$ cat config.mk
export PLATFORM = sky130hd
export DESIGN_NAME = iplr_prio_regs
export DESIGN_NICKNAME = d
export VERILOG_FILES = /design/src/pkg/iplr_pkg.sv /design/src/rtl/iplr_arbiter.sv /design/src/rtl/iplr_prio_regs.sv
export SDC_FILE = /design/constraint.sdc
export NUM_CORES = 1
export LEC_CHECK = 0
export ABC_AREA = 1
export ABC_CLOCK_PERIOD_IN_PS = 13400
export BUFFER_PORTS_ARGS = -buffer_cell sky130_fd_sc_hd__buf_2
export CAP_MARGIN = 20
export CORE_MARGIN = 2
export CORE_UTILIZATION = 55
export DETAILED_ROUTE_END_ITERATION = 10
export PLACE_DENSITY_LB_ADDON = 0.1
export SLEW_MARGIN = 40
export SYNTH_ARGS = -nofsm -noshare
export SYNTH_HDL_FRONTEND = slang
export SYNTH_HIERARCHICAL = 1
export SYNTH_SLANG_ARGS = --single-unit
export TNS_END_PERCENT = 30
$ cat constraint.sdc
create_clock -name clk -period 13.4 [get_ports clk]
set_input_delay 0.67 -clock clk [delete_from_list [all_inputs] [get_ports clk]]
set_output_delay 0.67 -clock clk [all_outputs]
set_load 0.02 [all_outputs]
$ cat src/pkg/iplr_pkg.sv
// Constants and carrier types of the interrupt priority level registers
package iplr_pkg;

  // Special function addresses of the four level registers
  localparam logic [7:0] ADDR_PRIO_HIGH_A = 8'hB7;
  localparam logic [7:0] ADDR_PRIO_LOW_A = 8'hB8;
  localparam logic [7:0] ADDR_PRIO_HIGH_B = 8'hF7;
  localparam logic [7:0] ADDR_PRIO_LOW_B = 8'hF8;

  // Implemented bits of each group; the rest are reserved
  localparam logic [7:0] MASK_GROUP_A = 8'h7F;
  localparam logic [7:0] MASK_GROUP_B = 8'h0F;

  // Reset values of the implemented bits
  localparam logic [7:0] RESET_GROUP_A = 8'h00;
  localparam logic [7:0] RESET_GROUP_B = 8'h00;

  // Value returned for reserved bits and unmapped addresses
  localparam logic [7:0] READ_FILL = 8'h00;

  // Bit positions in group A (both low and high register)
  localparam int unsigned BIT_EXT_INT0 = 0;
  localparam int unsigned BIT_TIMER0 = 1;
  localparam int unsigned BIT_EXT_INT1 = 2;
  localparam int unsigned BIT_TIMER1 = 3;
  localparam int unsigned BIT_SERIAL = 4;
  localparam int unsigned BIT_TIMER2 = 5;
  localparam int unsigned BIT_CAPTURE_UNIT = 6;

  // Bit positions in group B (both low and high register)
  localparam int unsigned BIT_BUS_CTRL = 0;
  localparam int unsigned BIT_CONVERTER = 1;
  localparam int unsigned BIT_TIMER_OVERRUN = 2;
  localparam int unsigned BIT_SERIAL_PERIPH = 3;

  // Source numbering: group A bits 0..6 are sources 0..6, group B bits 0..3 are 7..10
  localparam int unsigned NUM_SRC = 11;
  localparam int unsigned GROUP_A_SRC = 7;
  localparam int unsigned GROUP_B_SRC = 4;
  localparam int unsigned SRC_W = 4;

  // Bit address layout: upper five bits select the register, lower three the bit
  localparam int unsigned BIT_SEL_W = 3;

  typedef logic [1:0] iplr_level_t;

  // Arbitration result handed to the core
  typedef struct packed {
    logic valid;
    logic preempt;
    logic [SRC_W-1:0] source;
    iplr_level_t level;
  } iplr_grant_t;

endpackage : iplr_pkg

$ cat src/rtl/iplr_arbiter.sv
// Combinational level arbiter over the eleven interrupt sources
`timescale 1ns/10ps
module iplr_arbiter
(
  input wire logic [iplr_pkg::NUM_SRC-1:0] levelLo,
  input wire logic [iplr_pkg::NUM_SRC-1:0] levelHi,
  input wire logic [iplr_pkg::NUM_SRC-1:0] intPending,
  input wire logic [iplr_pkg::NUM_SRC-1:0] intEnable,
  input wire logic globalIntGate,
  input wire logic handlerActive,
  input wire iplr_pkg::iplr_level_t handlerLevel,
  output iplr_pkg::iplr_grant_t grant
);

  logic [iplr_pkg::NUM_SRC-1:0] eligible;
  iplr_pkg::iplr_level_t srcLevel [iplr_pkg::NUM_SRC];

  // Per-source level and eligibility
  for (genvar i = 0; i < iplr_pkg::NUM_SRC; i++)
  begin : g_src
    assign srcLevel[i] = {levelHi[i], levelLo[i]};
    assign eligible[i] = globalIntGate & intEnable[i] & intPending[i];
  end

  // Highest level wins; a tie goes to the lower source number, as in a fixed poll
  always_comb
  begin
    logic found;
    logic [iplr_pkg::SRC_W-1:0] bestSrc;
    iplr_pkg::iplr_level_t bestLvl;
    found = 1'b0;
    bestSrc = '0;
    bestLvl = '0;
    for (int j = 0; j < iplr_pkg::NUM_SRC; j++)
    begin
      if (eligible[j] && (!found || srcLevel[j] > bestLvl))
      begin
        found = 1'b1;
        bestSrc = j[iplr_pkg::SRC_W-1:0];
        bestLvl = srcLevel[j];
      end
    end
    // A running handler is only interrupted by a strictly higher level
    grant.valid = found && (!handlerActive || bestLvl > handlerLevel);
    grant.preempt = found && handlerActive && bestLvl > handlerLevel;
    grant.source = bestSrc;
    grant.level = bestLvl;
  end

endmodule : iplr_arbiter

$ cat src/rtl/iplr_prio_regs.sv
// Interrupt priority level registers with byte and bit access and level arbitration
// Function
// Low group A holds seven sources, bits 6..0
// Low group B holds four sources, bits 3..0
// High group A mirrors low group A bits
// Level is high bit over low bit
// Reserved bits read undefined; here zero
// Software never writes ones to reserved bits
// Group A clears on reset; low A bit-addressable
// Low group B clears; bit set/clear supported
// Low B at F8h, low A at B8h
// Arbitrate only with global gate and enable
// High group B at F7h, bits 3..0
// Highest level wins, may preempt lower handler
// Written levels steer arbitration next cycle
`timescale 1ns/10ps
module iplr_prio_regs
(
  input wire logic clk,
  input wire logic sys_rst,
  input wire logic [7:0] sfrAddr,
  input wire logic sfrWrEn,
  input wire logic [7:0] sfrWrData,
  input wire logic sfrRdEn,
  output logic [7:0] sfrRdData_ff,
  input wire logic [7:0] bitAddr,
  input wire logic bitWrEn,
  input wire logic bitWrVal,
  input wire logic bitRdEn,
  output logic bitRdData_ff,
  input wire logic globalIntGate,
  input wire logic [iplr_pkg::NUM_SRC-1:0] intEnable,
  input wire logic [iplr_pkg::NUM_SRC-1:0] intPending,
  input wire logic handlerActive,
  input wire iplr_pkg::iplr_level_t handlerLevel,
  output iplr_pkg::iplr_grant_t grant_ff
);

  logic [7:0] prioLowA_ff;
  logic [7:0] prioHighA_ff;
  logic [7:0] prioLowB_ff;
  logic [7:0] prioHighB_ff;
  logic [7:0] nxt_prioLowA;
  logic [7:0] nxt_prioHighA;
  logic [7:0] nxt_prioLowB;
  logic [7:0] nxt_prioHighB;
  logic [7:0] nxt_sfrRdData;
  logic nxt_bitRdData;
  iplr_pkg::iplr_grant_t nxt_grant;

  // Byte address decode
  // Unmapped addresses select nothing and read back the fill value
  wire selLowA = (sfrAddr == iplr_pkg::ADDR_PRIO_LOW_A);
  wire selLowB = (sfrAddr == iplr_pkg::ADDR_PRIO_LOW_B);
  wire selHighA = (sfrAddr == iplr_pkg::ADDR_PRIO_HIGH_A);
  wire selHighB = (sfrAddr == iplr_pkg::ADDR_PRIO_HIGH_B);

  // Bit address decode: only the two low registers sit on bit-addressable rows.
  // The upper five bits name the register row and the lower three the bit;
  // rows of the high registers are not decoded, so bit access to them is ignored.
  wire [4:0] bitRow = bitAddr[7:iplr_pkg::BIT_SEL_W];
  wire [2:0] bitSel = bitAddr[iplr_pkg::BIT_SEL_W-1:0];
  wire bitRowLowA = (bitRow == iplr_pkg::ADDR_PRIO_LOW_A[7:iplr_pkg::BIT_SEL_W]);
  wire bitRowLowB = (bitRow == iplr_pkg::ADDR_PRIO_LOW_B[7:iplr_pkg::BIT_SEL_W]);
  wire [7:0] bitOneHot = 8'h01 << bitSel;

  // Bit write forms: set or clear one bit, keep the others
  wire [7:0] bitMergeLowA = bitWrVal ? (prioLowA_ff | bitOneHot) : (prioLowA_ff & ~bitOneHot);
  wire [7:0] bitMergeLowB = bitWrVal ? (prioLowB_ff | bitOneHot) : (prioLowB_ff & ~bitOneHot);

  // Write strobes, one per register and access kind
  wire byteWrLowA = sfrWrEn && selLowA;
  wire byteWrLowB = sfrWrEn && selLowB;
  wire byteWrHighA = sfrWrEn && selHighA;
  wire byteWrHighB = sfrWrEn && selHighB;
  wire bitWrLowA = bitWrEn && bitRowLowA;
  wire bitWrLowB = bitWrEn && bitRowLowB;

  // Next register values; a byte write wins over a bit write in the same cycle.
  // Reserved bits are masked so a stray one can never reach the arbiter.
  assign nxt_prioLowA = byteWrLowA ? (sfrWrData & iplr_pkg::MASK_GROUP_A)
                      : bitWrLowA ? (bitMergeLowA & iplr_pkg::MASK_GROUP_A)
                      : prioLowA_ff; // see R1 see R7
  assign nxt_prioLowB = byteWrLowB ? (sfrWrData & iplr_pkg::MASK_GROUP_B)
                      : bitWrLowB ? (bitMergeLowB & iplr_pkg::MASK_GROUP_B)
                      : prioLowB_ff; // see R2 see R8
  assign nxt_prioHighA = byteWrHighA ? (sfrWrData & iplr_pkg::MASK_GROUP_A)
                       : prioHighA_ff;
  assign nxt_prioHighB = byteWrHighB ? (sfrWrData & iplr_pkg::MASK_GROUP_B)
                       : prioHighB_ff;

  // Read mux; reserved bits are already zero in the stored value.
  // Software may not rely on them, so zero is as good as any value
  // and keeps the read data free of unknowns.
  wire [7:0] rdMux = selLowA ? prioLowA_ff
                   : selLowB ? prioLowB_ff
                   : selHighA ? prioHighA_ff
                   : selHighB ? prioHighB_ff
                   : iplr_pkg::READ_FILL;
  assign nxt_sfrRdData = sfrRdEn ? rdMux : iplr_pkg::READ_FILL;

  // Bit read of the two bit-addressable rows
  wire bitRdMux = bitRowLowA ? prioLowA_ff[bitSel]
                : bitRowLowB ? prioLowB_ff[bitSel]
                : 1'b0;
  assign nxt_bitRdData = bitRdEn & bitRdMux;

  // Source vectors in arbitration order:
  //   0 external 0, 1 timer 0, 2 external 1, 3 timer 1,
  //   4 serial port, 5 timer 2, 6 capture unit,
  //   7 bus controller, 8 converter, 9 timer overrun, 10 serial peripheral.
  // The lower number wins a tie, so group A outranks group B at equal level.
  wire [iplr_pkg::NUM_SRC-1:0] levelLo = {prioLowB_ff[iplr_pkg::GROUP_B_SRC-1:0],
                                          prioLowA_ff[iplr_pkg::GROUP_A_SRC-1:0]};
  wire [iplr_pkg::NUM_SRC-1:0] levelHi = {prioHighB_ff[iplr_pkg::GROUP_B_SRC-1:0],
                                          prioHighA_ff[iplr_pkg::GROUP_A_SRC-1:0]};

  // Arbiter works from the stored bits, so a write is seen from the next cycle;
  // a write taken at one edge steers the grant flop at the following edge.
  iplr_arbiter u_arbiter
  (
    .levelLo(levelLo),
    .levelHi(levelHi),
    .intPending(intPending),
    .intEnable(intEnable),
    .globalIntGate(globalIntGate),
    .handlerActive(handlerActive),
    .handlerLevel(handlerLevel),
    .grant(nxt_grant)
  );

  // Low group A; reset clears every implemented bit
  always_ff @(posedge clk)
  begin
    if (sys_rst)
    begin
      prioLowA_ff <= iplr_pkg::RESET_GROUP_A;
    end
    else
    begin
      prioLowA_ff <= nxt_prioLowA;
    end
  end

  // High group A
  always_ff @(posedge clk)
  begin
    if (sys_rst)
    begin
      prioHighA_ff <= iplr_pkg::RESET_GROUP_A;
    end
    else
    begin
      prioHighA_ff <= nxt_prioHighA;
    end
  end

  // Low group B
  always_ff @(posedge clk)
  begin
    if (sys_rst)
    begin
      prioLowB_ff <= iplr_pkg::RESET_GROUP_B;
    end
    else
    begin
      prioLowB_ff <= nxt_prioLowB;
    end
  end

  // High group B
  always_ff @(posedge clk)
  begin
    if (sys_rst)
    begin
      prioHighB_ff <= iplr_pkg::RESET_GROUP_B;
    end
    else
    begin
      prioHighB_ff <= nxt_prioHighB;
    end
  end

  // Byte read data; falls back to the fill value one cycle after a read
  always_ff @(posedge clk)
  begin
    if (sys_rst)
    begin
      sfrRdData_ff <= iplr_pkg::READ_FILL;
    end
    else
    begin
      sfrRdData_ff <= nxt_sfrRdData;
    end
  end

  // Bit read data, same timing as the byte read
  always_ff @(posedge clk)
  begin
    if (sys_rst)
    begin
      bitRdData_ff <= 1'b0;
    end
    else
    begin
      bitRdData_ff <= nxt_bitRdData;
    end
  end

  // Grant leaves a flip-flop so the core sees no decode glitches
  always_ff @(posedge clk)
  begin
    if (sys_rst)
    begin
      grant_ff <= '0;
    end
    else
    begin
      grant_ff <= nxt_grant; // see R12
    end
  end

endmodule : iplr_prio_regs

==> results of run 1 <==
==> critical path: cells and delay by family <==
| family | cells | cell delay (ns) |
|---|---|---|
| and+or+nand+nor | 50 | 4.86 |
| adders and majority gates | 11 | 3.05 |
| AOI/OAI and AO/OA | 16 | 2.47 |
| buffers and inverters | 13 | 1.09 |
==> cells by family after synthesis <==
logic type / synth area share, %
AOI/OAI and AO/OA: 9.97
adders and majority gates: 6.90
buffers and inverters: 12.8
DFF: 23.3
other: 0.115
and+or+nand+nor: 46.9
==> worst max-delay path by stage <==
stage | startpoint | to
2_1_floorplan | intPending[0] | grant_ff[7]$_SDFF_PP0_
3_3_place_gp | globalIntGate | grant_ff[7]$_SDFF_PP0_
3_5_place_dp | globalIntGate | grant_ff[7]$_SDFF_PP0_
4_1_cts | globalIntGate | grant_ff[7]$_SDFF_PP0_
5_1_grt | globalIntGate | grant_ff[7]$_SDFF_PP0_
6_report | globalIntGate | grant_ff[7]$_SDFF_PP0_
==> synth_stat cells (all sizes together) <==
| master | number |
|---|---|
| nand2 | 145 |
| inv | 83 |
| nand3 | 76 |
| nor2 | 69 |
| dfxtp | 38 |
| o21ai | 31 |
| a21oi | 28 |
| ha | 18 |
| buf | 10 |
| nand4 | 9 |
| nor3 | 6 |
| and2 | 5 |
| clkbuf | 5 |
| or2 | 3 |
| clkinv | 2 |
| a22oi | 1 |
| conb | 1 |
| nand3b | 1 |
| nor4 | 1 |
| o31ai | 1 |
==> stage by stage <==
stage	cells	utilization [%]	area, um2	setup WS [ns]
CTS	672	64.6	3760	1.49
detailed placement	664	62.2	3610	1.25
floorplan	533	-	3260	2.80
global placement	664	62.2	3610	1.51
global route	672	64.6	3760	0.127
finish	672	64.6	3760	1.44
==> routing by layer <==
| layer | share of wire [%] | GRT usage [%] | vias to the layer above | wire (um) |
|---|---|---|---|---|
| met4 | 2.7 | 10.0 | 0 | 220 |
| met1 | 44 | 31.7 | 1529 | 3530 |
| met2 | 49 | 47.9 | 87 | 3940 |
| li1 | - | - | 1820 | - |
| met5 | 0 | 0 | - | 0 |
| met3 | 5.3 | 3.00 | 22 | 427 |
==> layout make-up <==
cell class / instances / area [um2]
multi-input cells: 395 / 2090
fillers: 575 / 2060
flip-flops and latches: 38 / 761
repair buffers: 71 / 355
inverters: 85 / 319
well taps: 75 / 93.8
clock buffers: 6 / 82.6
clock inverters: 2 / 60.1
==> where the power goes <==
group / total [mW] / switching [mW] / internal, mW
Sequential: 0.115 / 0.000522 / 0.115
Combinational: 0.0537 / 0.0345 / 0.0192
Clock: 0.123 / 0.0437 / 0.0795
Total: 0.292 / 0.0788 / 0.213
==> flow_metrics.py, run 1 <==
metrics = {
    "floorplanning": {
        "pin_count": 74,
        "start_util_pct": 56.1,
        "core_um2": 5820,
        "design.die.area_um2": 6570,
        "rows": 28,
        "fp.dieW_um": 81.0,
        "dieHeight_um": 81.0,
    },
    "cells_and_area": {
        "final_cell_mix": "nand2_1, inv_1, buf_2",
        "nets": 671,
        "layout-drive-gt1-share_pct": 20.6,
        "final_common_cell": "nand2_1",
        "area_delta_synth_final_pct": 15.1,
        "n_antenna_cell": 0,
    },
    "min_path": {
        "whs_endpoint": "prioHighA_ff[0]$_SDFFE_PP0P_",
        "min_from": "prioHighA_ff[0]$_SDFFE_PP0P_",
        "min_path_type": "flop to flop",
        "min_path_cells": 2,
    },
    "cts": {
        "cts_max_level": 2,
        "post-cts-setup-buffers": 0,
        "cts_max_path_buffers": 2,
        "cts_root_buffer": "clkbuf_8",
        "tritoncts": "yes",
        "clkTransAtPathRegs_ns": 0.09,
        "cts_sinks": 38,
        "insertion_delay_ns": 0.30,
        "cts_resized": 0,
        "cts_made_buffers": 5,
        "postCtsHoldBufs": 0,
    },
    "sta": {
        "drv_slew": 0,
        "finalCritPeriodShare_pct": 89.3,
        "setup_violations": 0,
        "clock_skew_ns": 0.0136,
        "tns_ns": 0,
        "slew_headroom_pct": 45.7,
        "whs_ns": 0.494,
        "hold_viol_final": 0,
        "max_slew.worst_pin.slew_ns": 0.811,
        "rsz0062_at_grt": "false",
        "max_freq_mhz": 83.6,
        "min_period_ns": 11.96,
    },
    "global_route": {
        "grt_pass1_vias": 3270,
        "grt_overflow": 0,
        "grt_pass1_wl_mm": 13.7,
        "grtUsageTotal_pct": 26.4,
        "antenna_found_initial": 0,
        "grt_max_degree": 27,
    },
    "critical_path": {
        "worstReg2RegStart": "prioHighA_ff[0]$_SDFFE_PP0P_",
        "slowest_delay_ns": 0.36,
        "path_max_fanout": 12,
        "reg2reg_slack_ns": 1.89,
        "endpoint_kind": "flop",
        "startpoint_type": "primary input",
        "worst_path_most_repeated_cell": "nand2_1",
        "r2r-end": "grant_ff[7]$_SDFF_PP0_",
        "r2r_cells": 89,
        "crit_slowest_cell": "a21oi_1",
        "worstPathArrival_ns": 12.13,
        "cp.required_ns": 13.57,
        "path_class": "primary input to flop",
    },
    "logic_synthesis": {
        "netlist_instances": 533,
        "yosysSeqAreaShare_pct": 23.3,
        "yosys.area.top_type": "dfxtp_1",
        "synthesis.area_um2": 3260,
        "synthesis.nets": 608,
        "synth_area_leaders": "dfxtp_1, nand2_1, nand3_1",
        "ys.warnings.count": 6,
        "syn_area_per_cell_um2": 6.12,
        "synth_top_area_share_pct": 23.3,
        "synth.distinct_cells": 33,
        "ys_ff_latch": 38,
    },
    "drt": {
        "num_vias": 3458,
        "drc": 0,
        "initialDrtViolationCount": 102,
        "drt-pass1-iter-count": 4,
        "wire_per_inst_um": 12.1,
        "drt_wl_total_mm": 8.11,
        "antenna_left": 0,
        "vias_per_cell": 5.15,
    },
    "power": {
        "p_per_area_nw_per_um2": 77.7,
        "power_mw": 0.292,
        "power_leakage_nw": 2.00,
        "ir_drop_mv": 0.0472,
    },
    "place": {
        "portBuffers": 71,
        "hpwl_mm": 6.43,
        "gp_congestion": 0.902,
    },
    "run_status": {
        "status": "finished clean",
    },
    "run": {
        "cap_violations": 0,
    },
}
(Power assumes the default switching activity.)
==> run 2: changes to the inputs <==
--- a/config.mk
+++ b/config.mk
@@ -6,11 +6,11 @@
 export NUM_CORES = 1
 export LEC_CHECK = 0
 export ABC_AREA = 1
-export ABC_CLOCK_PERIOD_IN_PS = 13400
+export ABC_CLOCK_PERIOD_IN_PS = 9650
 export BUFFER_PORTS_ARGS = -buffer_cell sky130_fd_sc_hd__buf_2
 export CAP_MARGIN = 20
 export CORE_MARGIN = 2
-export CORE_UTILIZATION = 55
+export CORE_UTILIZATION = 50
 export DETAILED_ROUTE_END_ITERATION = 10
 export PLACE_DENSITY_LB_ADDON = 0.1
 export SLEW_MARGIN = 40
==> constraint.sdc (replaced) <==
create_clock -name clk -period 9.65 [get_ports clk]
set_input_delay 0.4825 -clock clk [delete_from_list [all_inputs] [get_ports clk]]
set_output_delay 0.4825 -clock clk [all_outputs]
set_load 0.02 [all_outputs]
==> run 2 against run 1 <==
Effect of this change: the run now ends with setup timing left; clock power decreased by 3%; hold slack worse by 0.027 ns; via count increased by 17%; die area up 9.5%; sequential share of layout area decreased by 4.2 points; largest cell class unchanged; highest routed layer unchanged.
==> flow_metrics.py, run 2 (synthesis results as in run 1) <==
metrics = {
    "critical_path": {
        "path_max_fanout": 4,
        "cp_top_family": "simple AND/OR/NAND/NOR gates",
        "slowest_delay_ns": 0.34,
        "path_class": "flop to flop",
        "worstPathArrival_ns": 10.69,
        "worst-path-buf-inv": 12,
        "r2r_cells": 85,
        "endpoint_kind": "flop",
        "reg2reg_slack_ns": -0.87,
        "worst_path_most_repeated_cell": "nand2_2",
        "startpoint_type": "flop",
        "crit_slowest_cell": "dfxtp_2",
        "cp.required_ns": 9.82,
        "path_depth": 85,
    },
    "drt": {
        "antenna_left": 0,
        "vias_per_cell": 5.33,
        "num_vias": 4048,
        "drt_wl_total_mm": 11.5,
        "drt-pass1-iter-count": 5,
        "initialDrtViolationCount": 263,
        "drc": 0,
        "wire_per_inst_um": 15.1,
    },
    "power": {
        "p_per_area_nw_per_um2": 82.3,
        "ir_drop_mv": 0.0795,
        "power_mw": 0.391,
        "power_leakage_nw": 2.44,
    },
    "global_route": {
        "antenna_found_initial": 0,
        "grt_max_degree": 27,
        "grt_pass1_vias": 3566,
        "grt_overflow": 0,
        "grt_pass1_wl_mm": 15.9,
        "grtUsageTotal_pct": 27.5,
    },
    "floorplanning": {
        "start_util_pct": 51.4,
        "fp.dieW_um": 84.8,
        "design.die.area_um2": 7190,
        "rows": 29,
        "pin_count": 74,
        "dieHeight_um": 84.8,
        "core_um2": 6350,
    },
    "sta": {
        "clock_skew_ns": 0.00526,
        "min_period_ns": 10.52,
        "hold_viol_final": 0,
        "slew_headroom_pct": 50.4,
        "drv_slew": 0,
        "timing.final.ws_setup_ns": -0.866,
        "whs_ns": 0.467,
        "max_freq_mhz": 95.1,
        "rsz0062_at_grt": "true",
        "setup_violations": 8,
        "finalCritPeriodShare_pct": 109,
        "tns_ns": -3.40,
        "max_slew.worst_pin.slew_ns": 0.741,
    },
    "place": {
        "gp_congestion": 0.878,
        "portBuffers": 71,
        "hpwl_mm": 6.92,
    },
    "min_path": {
        "min_path_type": "primary input to flop",
        "min_path_cells": 3,
    },
    "cts": {
        "insertion_delay_ns": 0.30,
        "cts_max_level": 2,
        "tritoncts": "yes",
        "cts_made_buffers": 5,
        "postCtsHoldBufs": 0,
        "cts_sinks": 38,
        "cts_root_buffer": "clkbuf_8",
        "cts_max_path_buffers": 2,
        "clkTransAtPathRegs_ns": 0.08,
    },
    "cells_and_area": {
        "n_antenna_cell": 0,
        "layout-drive-gt1-share_pct": 40.4,
        "final_cell_mix": "nand2_1, buf_4, inv_1",
        "final_common_cell": "nand2_1",
        "area_delta_synth_final_pct": 45.4,
        "nets": 757,
    },
    "run_status": {
        "status": "complete, but fails checks",
        "violations": "setup timing",
    },
    "run": {
        "cap_violations": 0,
    },
}
==> run 2: cell count changes in the layout (fill, tap and decap cells not counted), sizes merged <==
| cell | change |
|---|---|
| buf | +86 |
| bufinv | -2 |
| clkinv | +1 |
| clkinvlp | +1 |
==> run 2: what timing repair did <==
item | CTS | global route
setup endpoints to repair | 7 | 8
resized for setup | 23 | 52
pin swaps | 31 | 68
buffers inserted | 37 | 11
==> run 2: stage by stage <==
| step | util (%) | area (um2) | worst slack [ns] | cells |
|---|---|---|---|---|
| finish | 74.7 | 4750 | -0.866 | 760 |
| global route | 74.7 | 4750 | -1.45 | 760 |
| CTS | 70.3 | 4460 | -0.282 | 753 |
| detailed placement | 62.6 | 3980 | -0.888 | 708 |
| global placement | 62.6 | 3980 | -0.601 | 708 |
| floorplan | - | 3310 | -0.179 | 533 |
==> run 2: final cells by class <==
type	instances	area, um2
clock buffer	6	82.6
clock inverter	2	12.5
fill	491	1600
inverter	85	322
multi-input combinational	395	2440
sequential	38	762
tap	77	96.3
timing repair buffer	157	1030
==> run 2: power breakdown <==
part           internal [mW]  total [mW]  switching [mW]
Clock                 0.0575       0.119          0.0616
Sequential             0.159       0.160        0.000825
Combinational         0.0479       0.112          0.0636
Total                  0.265       0.391           0.126
==> run 2: routing by layer <==
metal / wire length (um) / global-route usage (%) / up-vias
met2: 5970 / 49.7 / 158
met1: 4590 / 33.3 / 1863
met3: 555 / 3.64 / 37
li1: - / - / 1990
met4: 345 / 9.09 / 0
met5: 0 / 0 / -
==> run 2: worst paths after layout <==
check	from	to
worst max-delay path	prioHighA_ff[0]$_SDFFE_PP0P_	grant_ff[7]$_SDFF_PP0_
worst min-delay path	sfrWrData[5]	prioHighA_ff[5]$_SDFFE_PP0P_
worst max register to register	prioHighA_ff[0]$_SDFFE_PP0P_	grant_ff[7]$_SDFF_PP0_
worst min register to register	prioHighB_ff[2]$_SDFFE_PP0P_	prioHighB_ff[2]$_SDFFE_PP0P_
==> run 2: worst register-to-register path: cells and delay by family, from the launching register on <==
| family | cells | cell delay [ns] |
|---|---|---|
| DFF | 1 | 0.34 |
| AOI/OAI and AO/OA | 20 | 2.15 |
| adders and majority gates | 11 | 3.03 |
| buffers and inverters | 12 | 1.12 |
| and+or+nand+nor | 42 | 3.76 |
